===== src/common/tic_pkg.sv =====
// Constants and carrier types for the timer input capture block.
// Assumes a classic Wishbone master with 32-bit data and byte addresses.
package tic_pkg;

  // ****************************************
  // Register byte offsets
  // ****************************************
  localparam logic [7:0] TIC_EDGE_CTRL_OFF = 8'h00;
  localparam logic [7:0] TIC_PACC_CTRL_OFF = 8'h04;
  localparam logic [7:0] TIC_FLAG_OFF = 8'h08;
  localparam logic [7:0] TIC_MASK_OFF = 8'h0c;
  localparam logic [7:0] TIC_COUNT_OFF = 8'h10;
  localparam logic [7:0] TIC_CAP_BASE_OFF = 8'h14;
  localparam logic [7:0] TIC_CAP_STRIDE = 8'h08;
  localparam logic [7:0] TIC_CAP_LOW_OFF = 8'h04;
  localparam logic [7:0] TIC_PORT_OFF = 8'h34;
  localparam logic [7:0] TIC_IRQ_SRC_OFF = 8'h38;

  // ****************************************
  // Field positions
  // ****************************************
  localparam int TIC_DIR_BIT = 3;
  localparam int TIC_SEL4_BIT = 2;
  localparam int TIC_OC5_FLAG_BIT = 4;
  localparam int TIC_CH4 = 3;
  localparam int TIC_FLAG_W = 5;

  // ****************************************
  // Reset values
  // ****************************************
  localparam logic [7:0] TIC_EDGE_CTRL_RST = 8'h00;
  localparam logic [7:0] TIC_PACC_CTRL_RST = 8'h00;
  localparam logic [15:0] TIC_COUNT_RST = 16'h0000;

  // Two-bit edge field encoding
  typedef enum logic [1:0] {
    TIC_EDGE_OFF = 2'b00,
    TIC_EDGE_RISE = 2'b01,
    TIC_EDGE_FALL = 2'b10,
    TIC_EDGE_ANY = 2'b11
  } tic_edge_t;

  // Pending source code, highest priority first; zero means none
  localparam logic [2:0] TIC_SRC_NONE = 3'h0;

  typedef struct packed {
    logic cyc;
    logic stb;
    logic we;
    logic [7:0] adr;
    logic [3:0] sel;
    logic [31:0] dat;
  } tic_wb_req_t;

  typedef struct packed {
    logic ack;
    logic [31:0] dat;
  } tic_wb_rsp_t;

endpackage


===== src/hdl/tic_timer_input_capture.sv =====
// Timer input capture unit with a Wishbone slave register file.
// Assumes pins synchronous-free inputs sampled on clk_i, and one clock.
//
// What this block does
// - Edge field picks off, rise, fall, any
// - Four edge fields, all cleared on reset
// - Channel four needs capture-four select set
// - Select cleared on reset: fifth compare
// - Direction bit cleared on reset: pin input
// - Output pin writes can trigger channel four
// - Writes to shared register ignored in capture
// - Same-cycle edges latch identical count
// - Whole 16-bit count copied at once
// - Capture never sees a changing count
// - Reset leaves capture registers alone
// - Capture read as high and low bytes
// - Captures 1-3 outrank shared channel
//
// The Wishbone slave port and the address map were left to the implementer.
`timescale 1ns/10ps

module tic_timer_input_capture
  import tic_pkg::*;
#(
  parameter int N_CH = 4,
  parameter int CNT_W = 16
) (
  input wire logic clk_i,
  input wire logic rst_i,
  input wire tic_wb_req_t wb_req_i,
  output tic_wb_rsp_t wb_rsp_o,
  input wire logic [N_CH-1:0] cap_pin_i,
  output logic shared_pin_o,
  output logic shared_pin_oe_o,
  output logic irq_o,
  output logic [2:0] irq_src_o
);

  // ****************************************
  // Elaboration checks
  // ****************************************
  // The byte map and the flag layout are built for four 16-bit channels only
  if (N_CH != 4) begin : g_bad_ch
    $error("N_CH must be 4");
  end
  if (CNT_W != 16) begin : g_bad_cnt
    $error("CNT_W must be 16");
  end

  // ****************************************
  // Functions
  // ****************************************
  function automatic logic edge_hit(input logic [1:0] fld, input logic now, input logic prev);
    logic rise;
    logic fall;
    rise = now & ~prev;
    fall = ~now & prev;
    unique case (tic_edge_t'(fld))
      TIC_EDGE_OFF: edge_hit = 1'b0;
      TIC_EDGE_RISE: edge_hit = rise;
      TIC_EDGE_FALL: edge_hit = fall;
      TIC_EDGE_ANY: edge_hit = rise | fall;
    endcase
  endfunction

  function automatic logic [7:0] cap_off(input int ch, input logic low);
    cap_off = 8'(TIC_CAP_BASE_OFF + TIC_CAP_STRIDE * 8'(ch) + (low ? TIC_CAP_LOW_OFF : 8'h00));
  endfunction

  // True for a taken write whose address is the given byte offset
  function automatic logic wr_at(input logic en, input logic [7:0] adr, input logic [7:0] off);
    wr_at = en & (adr == off);
  endfunction

  // ****************************************
  // State
  // ****************************************
  logic [CNT_W-1:0] count_q;
  logic [7:0] edge_ctrl_q;
  logic [7:0] pacc_ctrl_q;
  logic [TIC_FLAG_W-1:0] flag_q;
  logic [TIC_FLAG_W-1:0] mask_q;
  logic port_q;
  logic [N_CH-1:0] sync1_q;
  logic [N_CH-1:0] sync2_q;
  logic [N_CH-1:0] prev_q;
  logic [CNT_W-1:0] cap_q [N_CH];
  logic ack_q;
  logic [31:0] rdat_q;
  logic irq_q;
  logic [2:0] src_q;
  logic oe_q;
  logic pin_q;

  logic sel4;
  logic dir;
  logic req;
  logic wr;
  logic [N_CH-1:0] pin_src;
  logic [N_CH-1:0] hit;
  logic oc5_match;
  logic [TIC_FLAG_W-1:0] flag_set;
  logic [TIC_FLAG_W-1:0] flag_clr;
  logic [TIC_FLAG_W-1:0] pend;
  logic [2:0] src_d;
  logic [31:0] rdat_d;
  logic wr_edge;
  logic wr_pacc;
  logic wr_flag;
  logic wr_mask;
  logic wr_port;
  logic wr_cap4_hi;
  logic wr_cap4_lo;

  assign sel4 = pacc_ctrl_q[TIC_SEL4_BIT];
  assign dir = pacc_ctrl_q[TIC_DIR_BIT];
  // A request is served once; ack_q blocks a second action on the same request
  assign req = wb_req_i.cyc & wb_req_i.stb & ~ack_q;
  // Registers are byte wide in the low lane, so only lane 0 writes
  assign wr = req & wb_req_i.we & wb_req_i.sel[0];

  // ****************************************
  // Write strobes
  // ****************************************
  assign wr_edge = wr_at(wr, wb_req_i.adr, TIC_EDGE_CTRL_OFF);
  assign wr_pacc = wr_at(wr, wb_req_i.adr, TIC_PACC_CTRL_OFF);
  assign wr_flag = wr_at(wr, wb_req_i.adr, TIC_FLAG_OFF);
  assign wr_mask = wr_at(wr, wb_req_i.adr, TIC_MASK_OFF);
  assign wr_port = wr_at(wr, wb_req_i.adr, TIC_PORT_OFF);
  assign wr_cap4_hi = wr_at(wr, wb_req_i.adr, cap_off(TIC_CH4, 1'b0));
  assign wr_cap4_lo = wr_at(wr, wb_req_i.adr, cap_off(TIC_CH4, 1'b1));

  // ****************************************
  // Free-running counter
  // ****************************************
  // Captures take the value held before this increment at the same edge,
  // which stands in for latching on the opposite half-cycle
  always_ff @(posedge clk_i) begin
    if (rst_i) begin
      count_q <= TIC_COUNT_RST;
    end else begin
      count_q <= count_q + 1'b1;
    end
  end

  // ****************************************
  // Pin synchroniser and edge detection
  // ****************************************
  // With the pin driven, channel four watches the value the port drives
  always_comb begin
    pin_src = cap_pin_i;
    if (dir) begin
      pin_src[TIC_CH4] = port_q;
    end
  end

  // No reset: the stages keep tracking the pins through reset, so a pin
  // that is already high never shows a false edge right after reset
  always_ff @(posedge clk_i) begin
    sync1_q <= pin_src;
    sync2_q <= sync1_q;
    prev_q <= sync2_q;
  end

  always_comb begin
    for (int k = 0; k < N_CH; k++) begin
      hit[k] = edge_hit(edge_ctrl_q[2*k +: 2], sync2_q[k], prev_q[k]);
    end
    hit[TIC_CH4] = hit[TIC_CH4] & sel4;
  end

  // ****************************************
  // Capture registers
  // ****************************************
  // No reset here: contents survive reset. All channels sample the
  // same pre-increment count at the same edge, so the value is the one
  // that was stable through the whole cycle.
  always_ff @(posedge clk_i) begin
    for (int k = 0; k < N_CH; k++) begin
      if (hit[k]) begin
        cap_q[k] <= count_q;
      end else if (k == TIC_CH4 && !sel4) begin
        if (wr_cap4_hi) begin
          cap_q[k][15:8] <= wb_req_i.dat[7:0];
        end else if (wr_cap4_lo) begin
          cap_q[k][7:0] <= wb_req_i.dat[7:0];
        end
      end
    end
  end
  // With sel4 set the branch above is closed, so writes leave it untouched

  // ****************************************
  // Control registers
  // ****************************************
  always_ff @(posedge clk_i) begin
    if (rst_i) begin
      edge_ctrl_q <= TIC_EDGE_CTRL_RST;
    end else if (wr_edge) begin
      edge_ctrl_q <= wb_req_i.dat[7:0];
    end
  end

  always_ff @(posedge clk_i) begin
    if (rst_i) begin
      pacc_ctrl_q <= TIC_PACC_CTRL_RST;
    end else if (wr_pacc) begin
      pacc_ctrl_q <= wb_req_i.dat[7:0];
    end
  end

  always_ff @(posedge clk_i) begin
    if (rst_i) begin
      mask_q <= '0;
    end else if (wr_mask) begin
      mask_q <= wb_req_i.dat[TIC_FLAG_W-1:0];
    end
  end

  always_ff @(posedge clk_i) begin
    if (rst_i) begin
      port_q <= 1'b0;
    end else if (wr_port) begin
      port_q <= wb_req_i.dat[0];
    end
  end

  // ****************************************
  // Flags and interrupt
  // ****************************************
  // Fifth compare runs only while the shared register is not capturing
  assign oc5_match = ~sel4 & (count_q == cap_q[TIC_CH4]);

  always_comb begin
    flag_set = {oc5_match, hit};
    flag_clr = '0;
    if (wr_flag) begin
      flag_clr = wb_req_i.dat[TIC_FLAG_W-1:0];
    end
  end

  // An event in the clearing cycle wins over the clear
  always_ff @(posedge clk_i) begin
    if (rst_i) begin
      flag_q <= '0;
    end else begin
      flag_q <= (flag_q & ~flag_clr) | flag_set;
    end
  end

  assign pend = flag_q & mask_q;

  // Source code: 1..3 for captures one to three, 4 for the shared channel
  always_comb begin
    src_d = TIC_SRC_NONE;
    if (pend[0]) begin
      src_d = 3'h1;
    end else if (pend[1]) begin
      src_d = 3'h2;
    end else if (pend[2]) begin
      src_d = 3'h3;
    end else if (pend[TIC_CH4] | pend[TIC_OC5_FLAG_BIT]) begin
      src_d = 3'h4;
    end
  end

  always_ff @(posedge clk_i) begin
    if (rst_i) begin
      irq_q <= 1'b0;
      src_q <= TIC_SRC_NONE;
    end else begin
      irq_q <= |pend;
      src_q <= src_d;
    end
  end

  // ****************************************
  // Shared pin drive
  // ****************************************
  // Both pin outputs are registered so the pin never glitches on a bus write
  always_ff @(posedge clk_i) begin
    if (rst_i) begin
      oe_q <= 1'b0;
      pin_q <= 1'b0;
    end else begin
      oe_q <= dir;
      pin_q <= port_q;
    end
  end

  // ****************************************
  // Wishbone read path
  // ****************************************
  // Map: 0x00 edge fields, 0x04 pulse control, 0x08 flags, 0x0c mask,
  // 0x10 count, 0x14 + 8k capture high byte, 0x18 + 8k low byte,
  // 0x34 port data, 0x38 pending source; all but the 16-bit count sit in lane 0.
  // Capture bytes are not latched as a pair: a capture between the two
  // reads mixes old and new halves, so software must guard against it.
  always_comb begin
    rdat_d = 32'h0000_0000;
    unique case (wb_req_i.adr)
      TIC_EDGE_CTRL_OFF: rdat_d[7:0] = edge_ctrl_q;
      TIC_PACC_CTRL_OFF: rdat_d[7:0] = pacc_ctrl_q;
      TIC_FLAG_OFF: rdat_d[TIC_FLAG_W-1:0] = flag_q;
      TIC_MASK_OFF: rdat_d[TIC_FLAG_W-1:0] = mask_q;
      TIC_COUNT_OFF: rdat_d[15:0] = count_q;
      TIC_PORT_OFF: rdat_d[0] = port_q;
      TIC_IRQ_SRC_OFF: rdat_d[2:0] = src_q;
      default: begin
        for (int k = 0; k < N_CH; k++) begin
          if (wb_req_i.adr == cap_off(k, 1'b0)) begin
            rdat_d[7:0] = cap_q[k][15:8];
          end
          if (wb_req_i.adr == cap_off(k, 1'b1)) begin
            rdat_d[7:0] = cap_q[k][7:0];
          end
        end
      end
    endcase
  end

  // Every request is answered, unmapped ones with zero data
  always_ff @(posedge clk_i) begin
    if (rst_i) begin
      ack_q <= 1'b0;
      rdat_q <= 32'h0000_0000;
    end else begin
      ack_q <= req;
      if (req && !wb_req_i.we) begin
        rdat_q <= rdat_d;
      end
    end
  end

  assign wb_rsp_o.ack = ack_q;
  assign wb_rsp_o.dat = rdat_q;
  assign irq_o = irq_q;
  assign irq_src_o = src_q;
  assign shared_pin_o = pin_q;
  assign shared_pin_oe_o = oe_q;

endmodule

===== config.mk =====
export PLATFORM = sky130hd
export DESIGN_NAME = tic_timer_input_capture
export DESIGN_NICKNAME = d
export VERILOG_FILES = /design/src/common/tic_pkg.sv /design/src/hdl/tic_timer_input_capture.sv
export SDC_FILE = /design/constraint.sdc
export NUM_CORES = 1
export LEC_CHECK = 0
export BUFFER_PORTS_ARGS = -buffer_cell sky130_fd_sc_hd__buf_4
export CORE_UTILIZATION = 61
export CTS_CLUSTER_SIZE = 20
export DETAILED_ROUTE_END_ITERATION = 10
export PLACE_DENSITY = 0.92
export SETUP_SLACK_MARGIN = 0.05
export SYNTH_ARGS = -nofsm -noshare
export SYNTH_HDL_FRONTEND = slang
export SYNTH_SLANG_ARGS = --single-unit

===== constraint.sdc =====
create_clock -name clk_i -period 4.95 [get_ports clk_i]
set_input_delay 0.99 -clock clk_i [delete_from_list [all_inputs] [get_ports clk_i]]
set_output_delay 0.99 -clock clk_i [all_outputs]
set_load 0.05 [all_outputs]

==> qor.txt, run 1 <==
met2 Resource Use GR: 50.2%
depth of the worst register-to-register path: 4
Setup crit start kind: input pin
portion of total power attributed to sequential cells: 46.6%
DRC Markers: 0
endpoint of the worst setup timing path: cap_q[3][6]$_DFFE_PP_
clock tree buffer depth: 2
count of buffers inserted at the top-level ports: 48
RSZ-0062 raised after global routing: false
core region area: 10400 um^2
antenna violations before repair: 0
Maximum Capacitance Violations: 0
number of buffers added by the clock tree synthesis step: 17
worst clock skew on the final layout: 0.00595 ns
mean post-synth cell area: 10.7 um^2
cell type of the slowest stage on the worst timing path: sky130_fd_sc_hd__nor4_4
clock latency on the worst-skew pair: 0.54 ns
register-to-register setup slack: 2.34 ns
maximum operating frequency: 0.321 GHz
number of detailed-route iterations in the first pass: 7
postcts setup bufs: 0
routed length per instance: 21.6 um
Iter 0 DRT Violations: 568
net switching power of the design: 0.000604 W
Async S/R FF share, synth: 0%
largest net degree at the start of global routing: 67
final critical delay including setup and external delays: 3.11 ns
area of the die: 11200 um^2
CP required: 5.15 ns
Internal Pwr Total: 0.00206 W
Final WS setup: 1.84 ns
overall power of the completed layout: 0.00266 W
HPWL after detailed placement: 11300 um
top fanout value on the critical path: 57
transition time at the pin with the least slew margin: 1.03 ns
die height: 106 um
count of synthesis-stage warnings from yosys: 0
number of enable flip-flop cells after synthesis: 64
number of I/O pins: 92
clock-pin slew on the worst setup and hold paths: 0.06 ns
initial core utilization: 63.3%
register bit count reported by yosys: 142
worst-case headroom to the max-slew limit: 31.2%
number of clock sinks seen by CTS: 142
series of cell instances along the critical path: buf_4 > or4_4 > nor4_4 > nand2_2 > nand2_1
Die X: 106 um
via density per instance: 6.54
area growth from synthesis to layout: 13.7%
static leakage power: 2.78 nW
outcome: completed
clock network power share: 47.4%
global-route congestion overflow total: 0
most heavily used metal layer in global routing: met2
vias: 5202
worst slack at placement: 1.32 ns
Final Max Tran Viols: 0
final clock period utilization by the worst path: 62.8%
Overall Global Routing Usage: 31.7%
switching power as a share of total power: 22.7%
CTS tree: yes
endpoint kind of the worst setup timing path: register
total inserted antenna cells: 0
IR Drop Worst-Case VDD: 230 uV
Post-Syn Instances: 616
maximum level of the CTS H-tree: 4
final design instance area without fill: 7500 um^2
final weighted congestion in routability-driven placement: 0.936
critical path class: in2reg
residual antenna-violating net count after detailed routing: 0
row count: 37
total of hold buffers inserted after clock tree synthesis: 0
layout cell share with drive strength beyond 1: 17.7%
slowest cell delay on critical path: 0.68 ns
setup violation total in the final timing report: 0
launching instance or port of the critical path: wb_req_i[38]
area of placed instances: 6910 um^2
data arrival at the endpoint of the critical path: 3.32 ns
cell area power density: 355 nW/um^2
post-cts repair resize count: 0
Clock Tree Root: sky130_fd_sc_hd__clkbuf_8
met3 Track Usage GR: 8.95%
top flip-flop cell by instance count after synthesis: sky130_fd_sc_hd__dfxtp_1
total length of routed wires: 17200 um
Logic pwr share: 5.9%
mapped cell area: 6600 um^2
number of global-route vias before repair: 5004
first-pass GRT wire length: 26500 um
# nets final: 709
Final Hold Violating Endpoints: 0
critical register-to-register path startpoint: ack_q$_SDFF_PP0_
aggregate negative setup slack: 0 ns
Yosys cell types: 58
met1 layer usage reported by global route: 40.8%
endpoint of the worst-slack reg-to-reg timing path: cap_q[3][15]$_DFFE_PP_
path category of the worst min-delay check: reg2reg
portion of the post-synthesis area used by sequential elements: 52.8%
[worst min path at each step]
stage | from | endpoint | slack [ns] | depth (start not counted)
floorplan | sync1_q[0]$_DFF_P_ | sync2_q[0]$_DFF_P_ | 0.31 | 0
global placement | sync1_q[0]$_DFF_P_ | sync2_q[0]$_DFF_P_ | 0.31 | 0
detailed placement | sync1_q[1]$_DFF_P_ | sync2_q[1]$_DFF_P_ | 0.31 | 0
CTS | sync1_q[0]$_DFF_P_ | sync2_q[0]$_DFF_P_ | 0.33 | 0
global route | sync1_q[0]$_DFF_P_ | sync2_q[0]$_DFF_P_ | 0.33 | 0
finish | sync1_q[1]$_DFF_P_ | sync2_q[1]$_DFF_P_ | 0.33 | 0
[cells by family after synthesis]
family	Yosys count	share of synthesized area [%]
AOI/OAI and AO/OA	123	13.1
xor gates and xnor gates	25	3.32
adders and majority gates	9	1.71
buffers and inverters	63	5.01
DFF	142	52.8
muxes	47	7.93
other	1	0.0569
and+or+nand+nor	206	16.1
[placed cells by master (no fill, tap or decap), types with 4 or more instances in the layout]
cell,count
sky130_fd_sc_hd__a21boi_0,4
sky130_fd_sc_hd__a2bb2oi_1,9
sky130_fd_sc_hd__buf_4,50
sky130_fd_sc_hd__mux2_2,22
sky130_fd_sc_hd__conb_1,16
sky130_fd_sc_hd__inv_1,10
sky130_fd_sc_hd__clkbuf_16,17
sky130_fd_sc_hd__nand2_1,51
sky130_fd_sc_hd__a21oi_1,25
sky130_fd_sc_hd__o2bb2ai_1,6
sky130_fd_sc_hd__nor2_1,71
sky130_fd_sc_hd__nor3_1,8
sky130_fd_sc_hd__or4_1,4
sky130_fd_sc_hd__or3_1,6
sky130_fd_sc_hd__xor2_1,19
sky130_fd_sc_hd__clkinv_2,5
sky130_fd_sc_hd__xnor2_1,6
sky130_fd_sc_hd__dfxtp_1,78
sky130_fd_sc_hd__a21o_1,5
sky130_fd_sc_hd__a22oi_1,20
sky130_fd_sc_hd__and2_1,5
sky130_fd_sc_hd__a311oi_1,7
sky130_fd_sc_hd__ha_1,9
sky130_fd_sc_hd__nor2b_1,16
sky130_fd_sc_hd__nand3_1,7
sky130_fd_sc_hd__o21ai_0,20
sky130_fd_sc_hd__o221ai_1,4
sky130_fd_sc_hd__edfxtp_1,64
sky130_fd_sc_hd__nand2b_1,6
sky130_fd_sc_hd__nor4_1,6
sky130_fd_sc_hd__nand4_1,5
sky130_fd_sc_hd__clkbuf_8,4
sky130_fd_sc_hd__o22ai_1,4
sky130_fd_sc_hd__mux2i_1,23
[critical path, delay by kind of cell]
family,cells,cell delay [ns]
AND/OR/NAND/NOR,4,2.00
buffers and inverters,1,0.31
[state kept, by name (all words and copies together) (netlist names)]
name / flops
sync1_q: 4
edge_ctrl_q: 8
sync2_q: 4
port_q: 1
count_q: 16
shared_pin_oe_o: 1
mask_q: 5
irq_src_o: 3
shared_pin_o: 1
cap_q: 64
flag_q: 5
prev_q: 4
ack_q: 1
irq_o: 1
pacc_ctrl_q: 8
rdat_q: 16
[power groups by stage]
| stage | clock network, W | logic, W | registers (W) |
|---|---|---|---|
| after detailed placement | 0 | 0.000155 | 0.00127 |
| final | 0.00126 | 0.000158 | 0.00124 |
| after floorplan | 0 | 0.000113 | 0.00127 |
| after CTS | 0.00127 | 0.000156 | 0.00124 |
| after global placement | 0 | 0.000150 | 0.00127 |
| after global routing | 0.00131 | 0.000167 | 0.00124 |
[synth_stat cells (6+ instances only)]
library cell | instances | area, um^2
sky130_fd_sc_hd__xnor2_1 | 6 | 52.6
sky130_fd_sc_hd__nand2b_1 | 6 | 37.5
sky130_fd_sc_hd__nand3_1 | 7 | 35.0
sky130_fd_sc_hd__mux2i_1 | 23 | 230
sky130_fd_sc_hd__or3_1 | 6 | 37.5
sky130_fd_sc_hd__a22oi_1 | 20 | 150
sky130_fd_sc_hd__a21oi_1 | 25 | 125
sky130_fd_sc_hd__o2bb2ai_1 | 6 | 52.6
sky130_fd_sc_hd__mux2_2 | 22 | 248
sky130_fd_sc_hd__buf_4 | 17 | 128
sky130_fd_sc_hd__nor3_1 | 8 | 40.0
sky130_fd_sc_hd__inv_1 | 10 | 37.5
sky130_fd_sc_hd__o21ai_0 | 23 | 115
sky130_fd_sc_hd__a311oi_1 | 7 | 61.3
sky130_fd_sc_hd__a2bb2oi_1 | 9 | 78.8
sky130_fd_sc_hd__dfxtp_1 | 78 | 1560
sky130_fd_sc_hd__nand2_1 | 51 | 191
sky130_fd_sc_hd__clkbuf_1 | 26 | 97.6
sky130_fd_sc_hd__xor2_1 | 19 | 166
sky130_fd_sc_hd__nor2_1 | 71 | 267
sky130_fd_sc_hd__ha_1 | 9 | 113
sky130_fd_sc_hd__edfxtp_1 | 64 | 1920
sky130_fd_sc_hd__nor4_1 | 6 | 37.5
sky130_fd_sc_hd__nor2b_1 | 16 | 100
[cell type report]
type	count	area (um^2)
Clock buffer	22	484
Clock inverter	10	106
Fill cell	687	2920
Inverter	10	37.5
Multi-Input combinational cell	426	2840
Sequential cell	142	3480
Tap cell	136	170
Timing Repair Buffer	50	375
[layer usage]
layer / share of wire, % / routed length [um]
met2: 47 / 8020
met3: 12 / 2070
met4: 3.1 / 528
met1: 38 / 6550
met5: 0 / 0
[metrics by stage]
step / util, % / hold WS (ns) / std cells
floorplan: - / 0.310 / 631
global placement: 66.3 / 0.311 / 764
detailed placement: 66.3 / 0.314 / 764
CTS: 72.0 / 0.328 / 796
global route: 72.0 / 0.329 / 796
finish: 72.0 / 0.326 / 796
(Power assumes the default switching activity.)
==> run 2, diff against run 1 <==
--- a/config.mk
+++ b/config.mk
@@ -6,10 +6,10 @@
 export NUM_CORES = 1
 export LEC_CHECK = 0
 export BUFFER_PORTS_ARGS = -buffer_cell sky130_fd_sc_hd__buf_4
-export CORE_UTILIZATION = 61
+export CORE_UTILIZATION = 57
 export CTS_CLUSTER_SIZE = 20
 export DETAILED_ROUTE_END_ITERATION = 10
-export PLACE_DENSITY = 0.92
+export PLACE_DENSITY = 0.87
 export SETUP_SLACK_MARGIN = 0.05
 export SYNTH_ARGS = -nofsm -noshare
 export SYNTH_HDL_FRONTEND = slang
==> constraint.sdc (replaced) <==
create_clock -name clk_i -period 2.9 [get_ports clk_i]
set_input_delay 0.58 -clock clk_i [delete_from_list [all_inputs] [get_ports clk_i]]
set_output_delay 0.58 -clock clk_i [all_outputs]
set_load 0.05 [all_outputs]
==> qor.txt, run 2 (synthesized netlist as in run 1, its figures left out) <==
largest net degree at the start of global routing: 67 (unchanged)
layout cell share with drive strength beyond 1: 19.9% (+2.2 points)
worst hold stages: 1 (+1)
most common library cell in the layout ignoring fill and taps: sky130_fd_sc_hd__dfxtp_1
RSZ-0062 raised after global routing: false
CTS tree: yes
cell type of the slowest stage on the worst timing path: sky130_fd_sc_hd__a2111oi_0
via density per instance: 6.31 (-3.5%)
residual antenna-violating net count after detailed routing: 0 (unchanged)
endpoint of the worst-slack reg-to-reg timing path: rdat_q[3]$_SDFFE_PP0P_
die height: 110 um (+3.4%)
vias: 5155 (-0.90%)
area of placed instances: 7040 um^2 (+1.9%)
Die X: 110 um (+3.4%)
outcome: completed
hold slack final: 0.256 ns (-0.0705 ns)
routed length per instance: 20.7 um (-4.1%)
count of buffers inserted at the top-level ports: 48 (unchanged)
Setup crit start kind: input pin
number of detailed-route iterations in the first pass: 5 (-2)
depth of the worst register-to-register path: 4 (unchanged)
critical path class: in2reg
DRC Markers: 0 (unchanged)
endpoint of the worst setup timing path: rdat_q[3]$_SDFFE_PP0P_
transition time at the pin with the least slew margin: 1.03 ns (-0.00173 ns)
IR Drop Worst-Case VDD: 366 uV (+59%)
postcts setup bufs: 0 (unchanged)
slowest cell delay on critical path: 0.48 ns (-0.20 ns)
final weighted congestion in routability-driven placement: 0.931 (-0.53%)
core region area: 11100 um^2 (+6.4%)
Maximum Capacitance Violations: 0 (unchanged)
top fanout value on the critical path: 47 (-18%)
static leakage power: 2.86 nW (+3.2%)
Largest register FFs: 64 (unchanged)
fill cell count: 745 (+8.4%)
path category of the worst min-delay check: in2reg
maximum level of the CTS H-tree: 4 (unchanged)
worst-case headroom to the max-slew limit: 31.4% (+0.12 points)
initial core utilization: 59.5% (-3.8 points)
row count: 38 (+2.7%)
post-route non-filler standard cell count: 817 (+2.6%)
worst clock skew on the final layout: 0.00913 ns (+0.00319 ns)
post-cts repair resize count: 0 (unchanged)
HPWL after detailed placement: 11400 um (+0.98%)
CP dominant cell by count: sky130_fd_sc_hd__buf_4
number of placed instances with taps included: 785 (+2.7%)
Final Hold Violating Endpoints: 0 (unchanged)
area of the die: 12000 um^2 (+6.9%)
number of global-route vias before repair: 4883 (-2.4%)
first-pass GRT wire length: 26700 um (+0.73%)
antenna violations before repair: 0 (unchanged)
setup violation total in the final timing report: 0 (unchanged)
clock-pin slew on the worst setup and hold paths: 0.06 ns (about the same)
area growth from synthesis to layout: 15.8%
Overall Global Routing Usage: 30.8% (-0.97 points)
final design instance area without fill: 7640 um^2 (+1.9%)
launching instance or port of the critical path: wb_req_i[38]
critical register-to-register path startpoint: ack_q$_SDFF_PP0_
Iter 0 DRT Violations: 472 (-17%)
clock tree buffer depth: 2 (unchanged)
clock latency on the worst-skew pair: 0.43 ns (-0.11 ns)
Final Max Tran Viols: 0 (unchanged)
register-to-register setup slack: 0.61 ns (-1.73 ns)
total of hold buffers inserted after clock tree synthesis: 0 (unchanged)
total inserted antenna cells: 0 (unchanged)
Clock Tree Root: sky130_fd_sc_hd__clkbuf_16
register with the highest flop count: cap_q
number of I/O pins: 92 (unchanged)
aggregate negative setup slack: 0 ns (unchanged)
final critical delay including setup and external delays: 2.34 ns
endpoint kind of the worst setup timing path: register
maximum operating frequency: 0.428 GHz
data arrival at the endpoint of the critical path: 2.62 ns (-0.70 ns)
global-route congestion overflow total: 0 (unchanged)
final clock period utilization by the worst path: 80.6%
number of buffers added by the clock tree synthesis step: 17 (unchanged)
cell area power density: 603 nW/um^2 (+70%)
Top Registers: cap_q x64, count_q x16, rdat_q x16
number of clock sinks seen by CTS: 142 (unchanged)
commonest cells after routing, fill and taps aside: sky130_fd_sc_hd__dfxtp_1, sky130_fd_sc_hd__nor2_1, sky130_fd_sc_hd__buf_4
total length of routed wires: 16900 um (-1.5%)
CP required: 3.18 ns (-1.97 ns)
series of cell instances along the critical path: buf_4 > buf_4 > and4b_1 > o41ai_1 > buf_4 > nor2_1 > a2111oi_0
# nets final: 726 (+2.4%)
run 2: cell types whose count changed in the layout (fill, tap and decap cells not counted), sizes merged:
cell / delta
buf: +17
inv: +7
clkinv: -3
clkbuf: -4
run 2: layer usage:
metal	part of all wire (%)	wire (um)	global-route usage, %
met1	40	6830	41.1
met2	46	7740	47.7
met3	10	1770	7.65
met4	3.3	562	13.4
met5	0	0	0
run 2: where the power goes:
| part | internal, W | leakage (nW) | switching [W] | total, W |
|---|---|---|---|---|
| logic | 0.0000869 | 1.33 | 0.000191 | 0.000278 |
| clock network | 0.00133 | 0.303 | 0.000880 | 0.00221 |
| registers | 0.00210 | 1.23 | 0.0000196 | 0.00212 |
| total | 0.00351 | 2.86 | 0.00109 | 0.00460 |
run 2: how the worst min path moves through the flow:
stage / start / to
CTS: cap_pin_i[2] / sync1_q[2]$_DFF_P_
global placement: sync1_q[2]$_DFF_P_ / sync2_q[2]$_DFF_P_
finish: cap_pin_i[2] / sync1_q[2]$_DFF_P_
detailed placement: sync1_q[3]$_DFF_P_ / sync2_q[3]$_DFF_P_
floorplan: sync1_q[0]$_DFF_P_ / sync2_q[0]$_DFF_P_
global route: cap_pin_i[2] / sync1_q[2]$_DFF_P_
run 2: stage by stage:
stage          total power, W  setup slack, ns  utilization (%)
3_5_place_dp          0.00243            0.278             63.6
6_report              0.00460            0.562             69.0
2_1_floorplan         0.00236            0.430                -
4_1_cts               0.00461            0.634             69.0
5_1_grt               0.00473            0.494             69.0
3_3_place_gp          0.00242            0.273             63.6
run 2: area by class of cell:
type / instances / area [um^2] / area share (%)
inverters: 10 / 37.5 / 0.491
flip-flops and latches: 142 / 3480 / 45.6
multi-input cells: 426 / 2840 / 37.2
clock buffers: 18 / 450 / 5.90
well taps: 140 / 175 / 2.29
repair buffers: 67 / 503 / 6.58
clock inverters: 14 / 149 / 1.95
run 2: critical path, delay by kind of cell:
family / cells / cell delay (ns)
simple gates: 2 / 0.42
compound gates: 2 / 0.78
buf+inv: 3 / 0.81
==> run 3, diff against run 2 <==
--- a/config.mk
+++ b/config.mk
@@ -6,10 +6,10 @@
 export NUM_CORES = 1
 export LEC_CHECK = 0
 export BUFFER_PORTS_ARGS = -buffer_cell sky130_fd_sc_hd__buf_4
-export CORE_UTILIZATION = 57
+export CORE_UTILIZATION = 52
 export CTS_CLUSTER_SIZE = 20
 export DETAILED_ROUTE_END_ITERATION = 10
-export PLACE_DENSITY = 0.87
+export PLACE_DENSITY = 0.84
 export SETUP_SLACK_MARGIN = 0.05
 export SYNTH_ARGS = -nofsm -noshare
 export SYNTH_HDL_FRONTEND = slang
==> constraint.sdc (replaced) <==
create_clock -name clk_i -period 2.1 [get_ports clk_i]
set_input_delay 0.42 -clock clk_i [delete_from_list [all_inputs] [get_ports clk_i]]
set_output_delay 0.42 -clock clk_i [all_outputs]
set_load 0.05 [all_outputs]
==> qor.txt, run 3 (synthesized netlist as in run 1, its figures left out) <==
outcome: completed
area of the die: 13100 um^2 (+9.4%)
sum of routed wire segments on met1: 6880 um (+0.82%)
met2 routed WL: 8720 um (+13%)
Top Registers: cap_q x64, count_q x16, rdat_q x16
initial core utilization: 54.0% (-5.5 points)
commonest cells after routing, fill and taps aside: sky130_fd_sc_hd__buf_4, sky130_fd_sc_hd__dfxtp_1, sky130_fd_sc_hd__nor2_1
vias: 5417 (+5.1%)
endpoint kind of the worst setup timing path: register
final clock period utilization by the worst path: 94.4%
number of global-route vias before repair: 5359 (+9.7%)
# nets final: 771 (+6.2%)
RSZ-0062 raised after global routing: false
static leakage power: 3.09 nW (+8.1%)
IR Drop Worst-Case VDD: 671 uV (+83%)
Maximum Capacitance Violations: 0 (unchanged)
clock network power share: 46.6% (-1.4 points)
Internal Pwr Total: 0.00482 W (+37%)
worst clock skew on the final layout: 0.00872 ns (-0.000414 ns)
top layer used by detailed routing: met4
number of detailed-route iterations in the first pass: 6 (+1)
worst-case headroom to the max-slew limit: 49.5% (+18 points)
net switching power of the design: 0.00147 W (+34%)
path category of the worst min-delay check: in2reg
Largest register FFs: 64 (unchanged)
via density per instance: 6.09 (-3.5%)
routed length per instance: 20.6 um (-0.27%)
post-cts repair resize count: 0 (unchanged)
antenna violations before repair: 0 (unchanged)
Setup crit start kind: register
total length of routed wires: 18400 um (+8.6%)
aggregate negative setup slack: 0 ns (unchanged)
postcts setup bufs: 0 (unchanged)
largest net degree at the start of global routing: 67 (unchanged)
die height: 115 um (+4.6%)
setup violation total in the final timing report: 0 (unchanged)
area growth from synthesis to layout: 22.7%
global-route congestion overflow total: 0 (unchanged)
top fanout value on the critical path: 9 (-81%)
cell area power density: 777 nW/um^2 (+29%)
maximum level of the CTS H-tree: 4 (unchanged)
final weighted congestion in routability-driven placement: 0.957 (+2.8%)
count of buffers inserted at the top-level ports: 48 (unchanged)
total of hold buffers inserted after clock tree synthesis: 0 (unchanged)
Final Max Tran Viols: 0 (unchanged)
Clock Tree Root: sky130_fd_sc_hd__clkbuf_16
DRC Markers: 0 (unchanged)
portion of total power attributed to sequential cells: 46.4% (+0.4 points)
CTS tree: yes
Overall Global Routing Usage: 29.6% (-1.2 points)
total inserted antenna cells: 0 (unchanged)
switching power as a share of total power: 23.3% (-0.38 points)
clock tree buffer depth: 2 (unchanged)
met3 wirelength from detailed routing: 1960 um (+11%)
core region area: 12200 um^2 (+10%)
Final Hold Violating Endpoints: 0 (unchanged)
Logic pwr share: 7.1% (+1.1 points)
clock-pin slew on the worst setup and hold paths: 0.06 ns (about the same)
clock latency on the worst-skew pair: 0.42 ns (about the same)
layout cell share with drive strength beyond 1: 25.6% (+5.7 points)
most common library cell in the layout ignoring fill and taps: sky130_fd_sc_hd__buf_4
number of buffers added by the clock tree synthesis step: 17 (unchanged)
first-pass GRT wire length: 28600 um (+7.4%)
Iter 0 DRT Violations: 644 (+36%)
register with the highest flop count: cap_q
transition time at the pin with the least slew margin: 0.754 ns (-0.275 ns)
Die X: 115 um (+4.6%)
number of clock sinks seen by CTS: 142 (unchanged)
residual antenna-violating net count after detailed routing: 0 (unchanged)
critical path class: reg2reg
hold slack final: 0.103 ns (-0.153 ns)
final critical delay including setup and external delays: 1.98 ns
HPWL after detailed placement: 12500 um (+9.8%)
row count: 40 (+5.3%)
number of I/O pins: 92 (unchanged)
register-to-register setup slack: 0.12 ns (-0.49 ns)
maximum operating frequency: 0.504 GHz
data arrival at the endpoint of the critical path: 2.22 ns (-0.40 ns)
CP required: 2.34 ns (-0.84 ns)
==> run 3: changes by cell type in the layout (fill, tap and decap cells not counted), sizes merged <==
| cell | change |
|---|---|
| buf | +45 |
| inv | -6 |
| clkinv | +5 |
| clkbuf | +2 |
| bufinv | -1 |
==> run 3: worst paths after layout <==
path | startpoint | to | cells past startpoint
max | ack_q$_SDFF_PP0_ | rdat_q[3]$_SDFFE_PP0P_ | 5
min | cap_pin_i[2] | sync1_q[2]$_DFF_P_ | 1
max reg2reg | ack_q$_SDFF_PP0_ | rdat_q[3]$_SDFFE_PP0P_ | 5
min reg2reg | sync1_q[2]$_DFF_P_ | sync2_q[2]$_DFF_P_ | 0
==> run 3: per-layer routing <==
layer,track usage [%],vias to the layer above
met5,0,-
met4,14.4,0
met3,8.10,82
met2,49.5,387
met1,35.2,2551
li1,-,2397
==> run 3: power by group through the flow <==
| stage | Sequential, W | Combinational, W | Clock, W |
|---|---|---|---|
| finish | 0.00291 | 0.000444 | 0.00293 |
| global route | 0.00292 | 0.000467 | 0.00306 |
| CTS | 0.00291 | 0.000433 | 0.00292 |
| detailed placement | 0.00297 | 0.000427 | 0 |
| global placement | 0.00297 | 0.000415 | 0 |
| floorplan | 0.00300 | 0.000275 | 0 |
==> run 3: area by class of cell <==
cell class	instances	area [um^2]
clock buffers	20	479
clock inverters	12	106
fillers	891	4120
inverters	10	37.5
multi-input cells	426	2890
flip-flops and latches	142	3480
well taps	168	210
repair buffers	112	891
==> run 3: critical path, stage by stage (launching register included) <==
cell	delay, ns
sky130_fd_sc_hd__dfxtp_1	0.31
sky130_fd_sc_hd__nand3b_1	0.14
sky130_fd_sc_hd__buf_4	0.19
sky130_fd_sc_hd__or2_2	0.31
sky130_fd_sc_hd__nor2_1	0.60
sky130_fd_sc_hd__a2111oi_0	0.26
==> run 3: through the flow <==
stage                     total power [W]  std cells  worst slack (ns)  cell area [um^2]  utilization (%)
after floorplan                   0.00327        631           -0.0717              6720                -
after global placement            0.00339        858           -0.0953              7500             61.4
after detailed placement          0.00340        858            -0.227              7500             61.4
after CTS                         0.00627        890             0.166              8080             66.2
after global routing              0.00644        890            0.0718              8090             66.3
final                             0.00629        890             0.117              8090             66.3
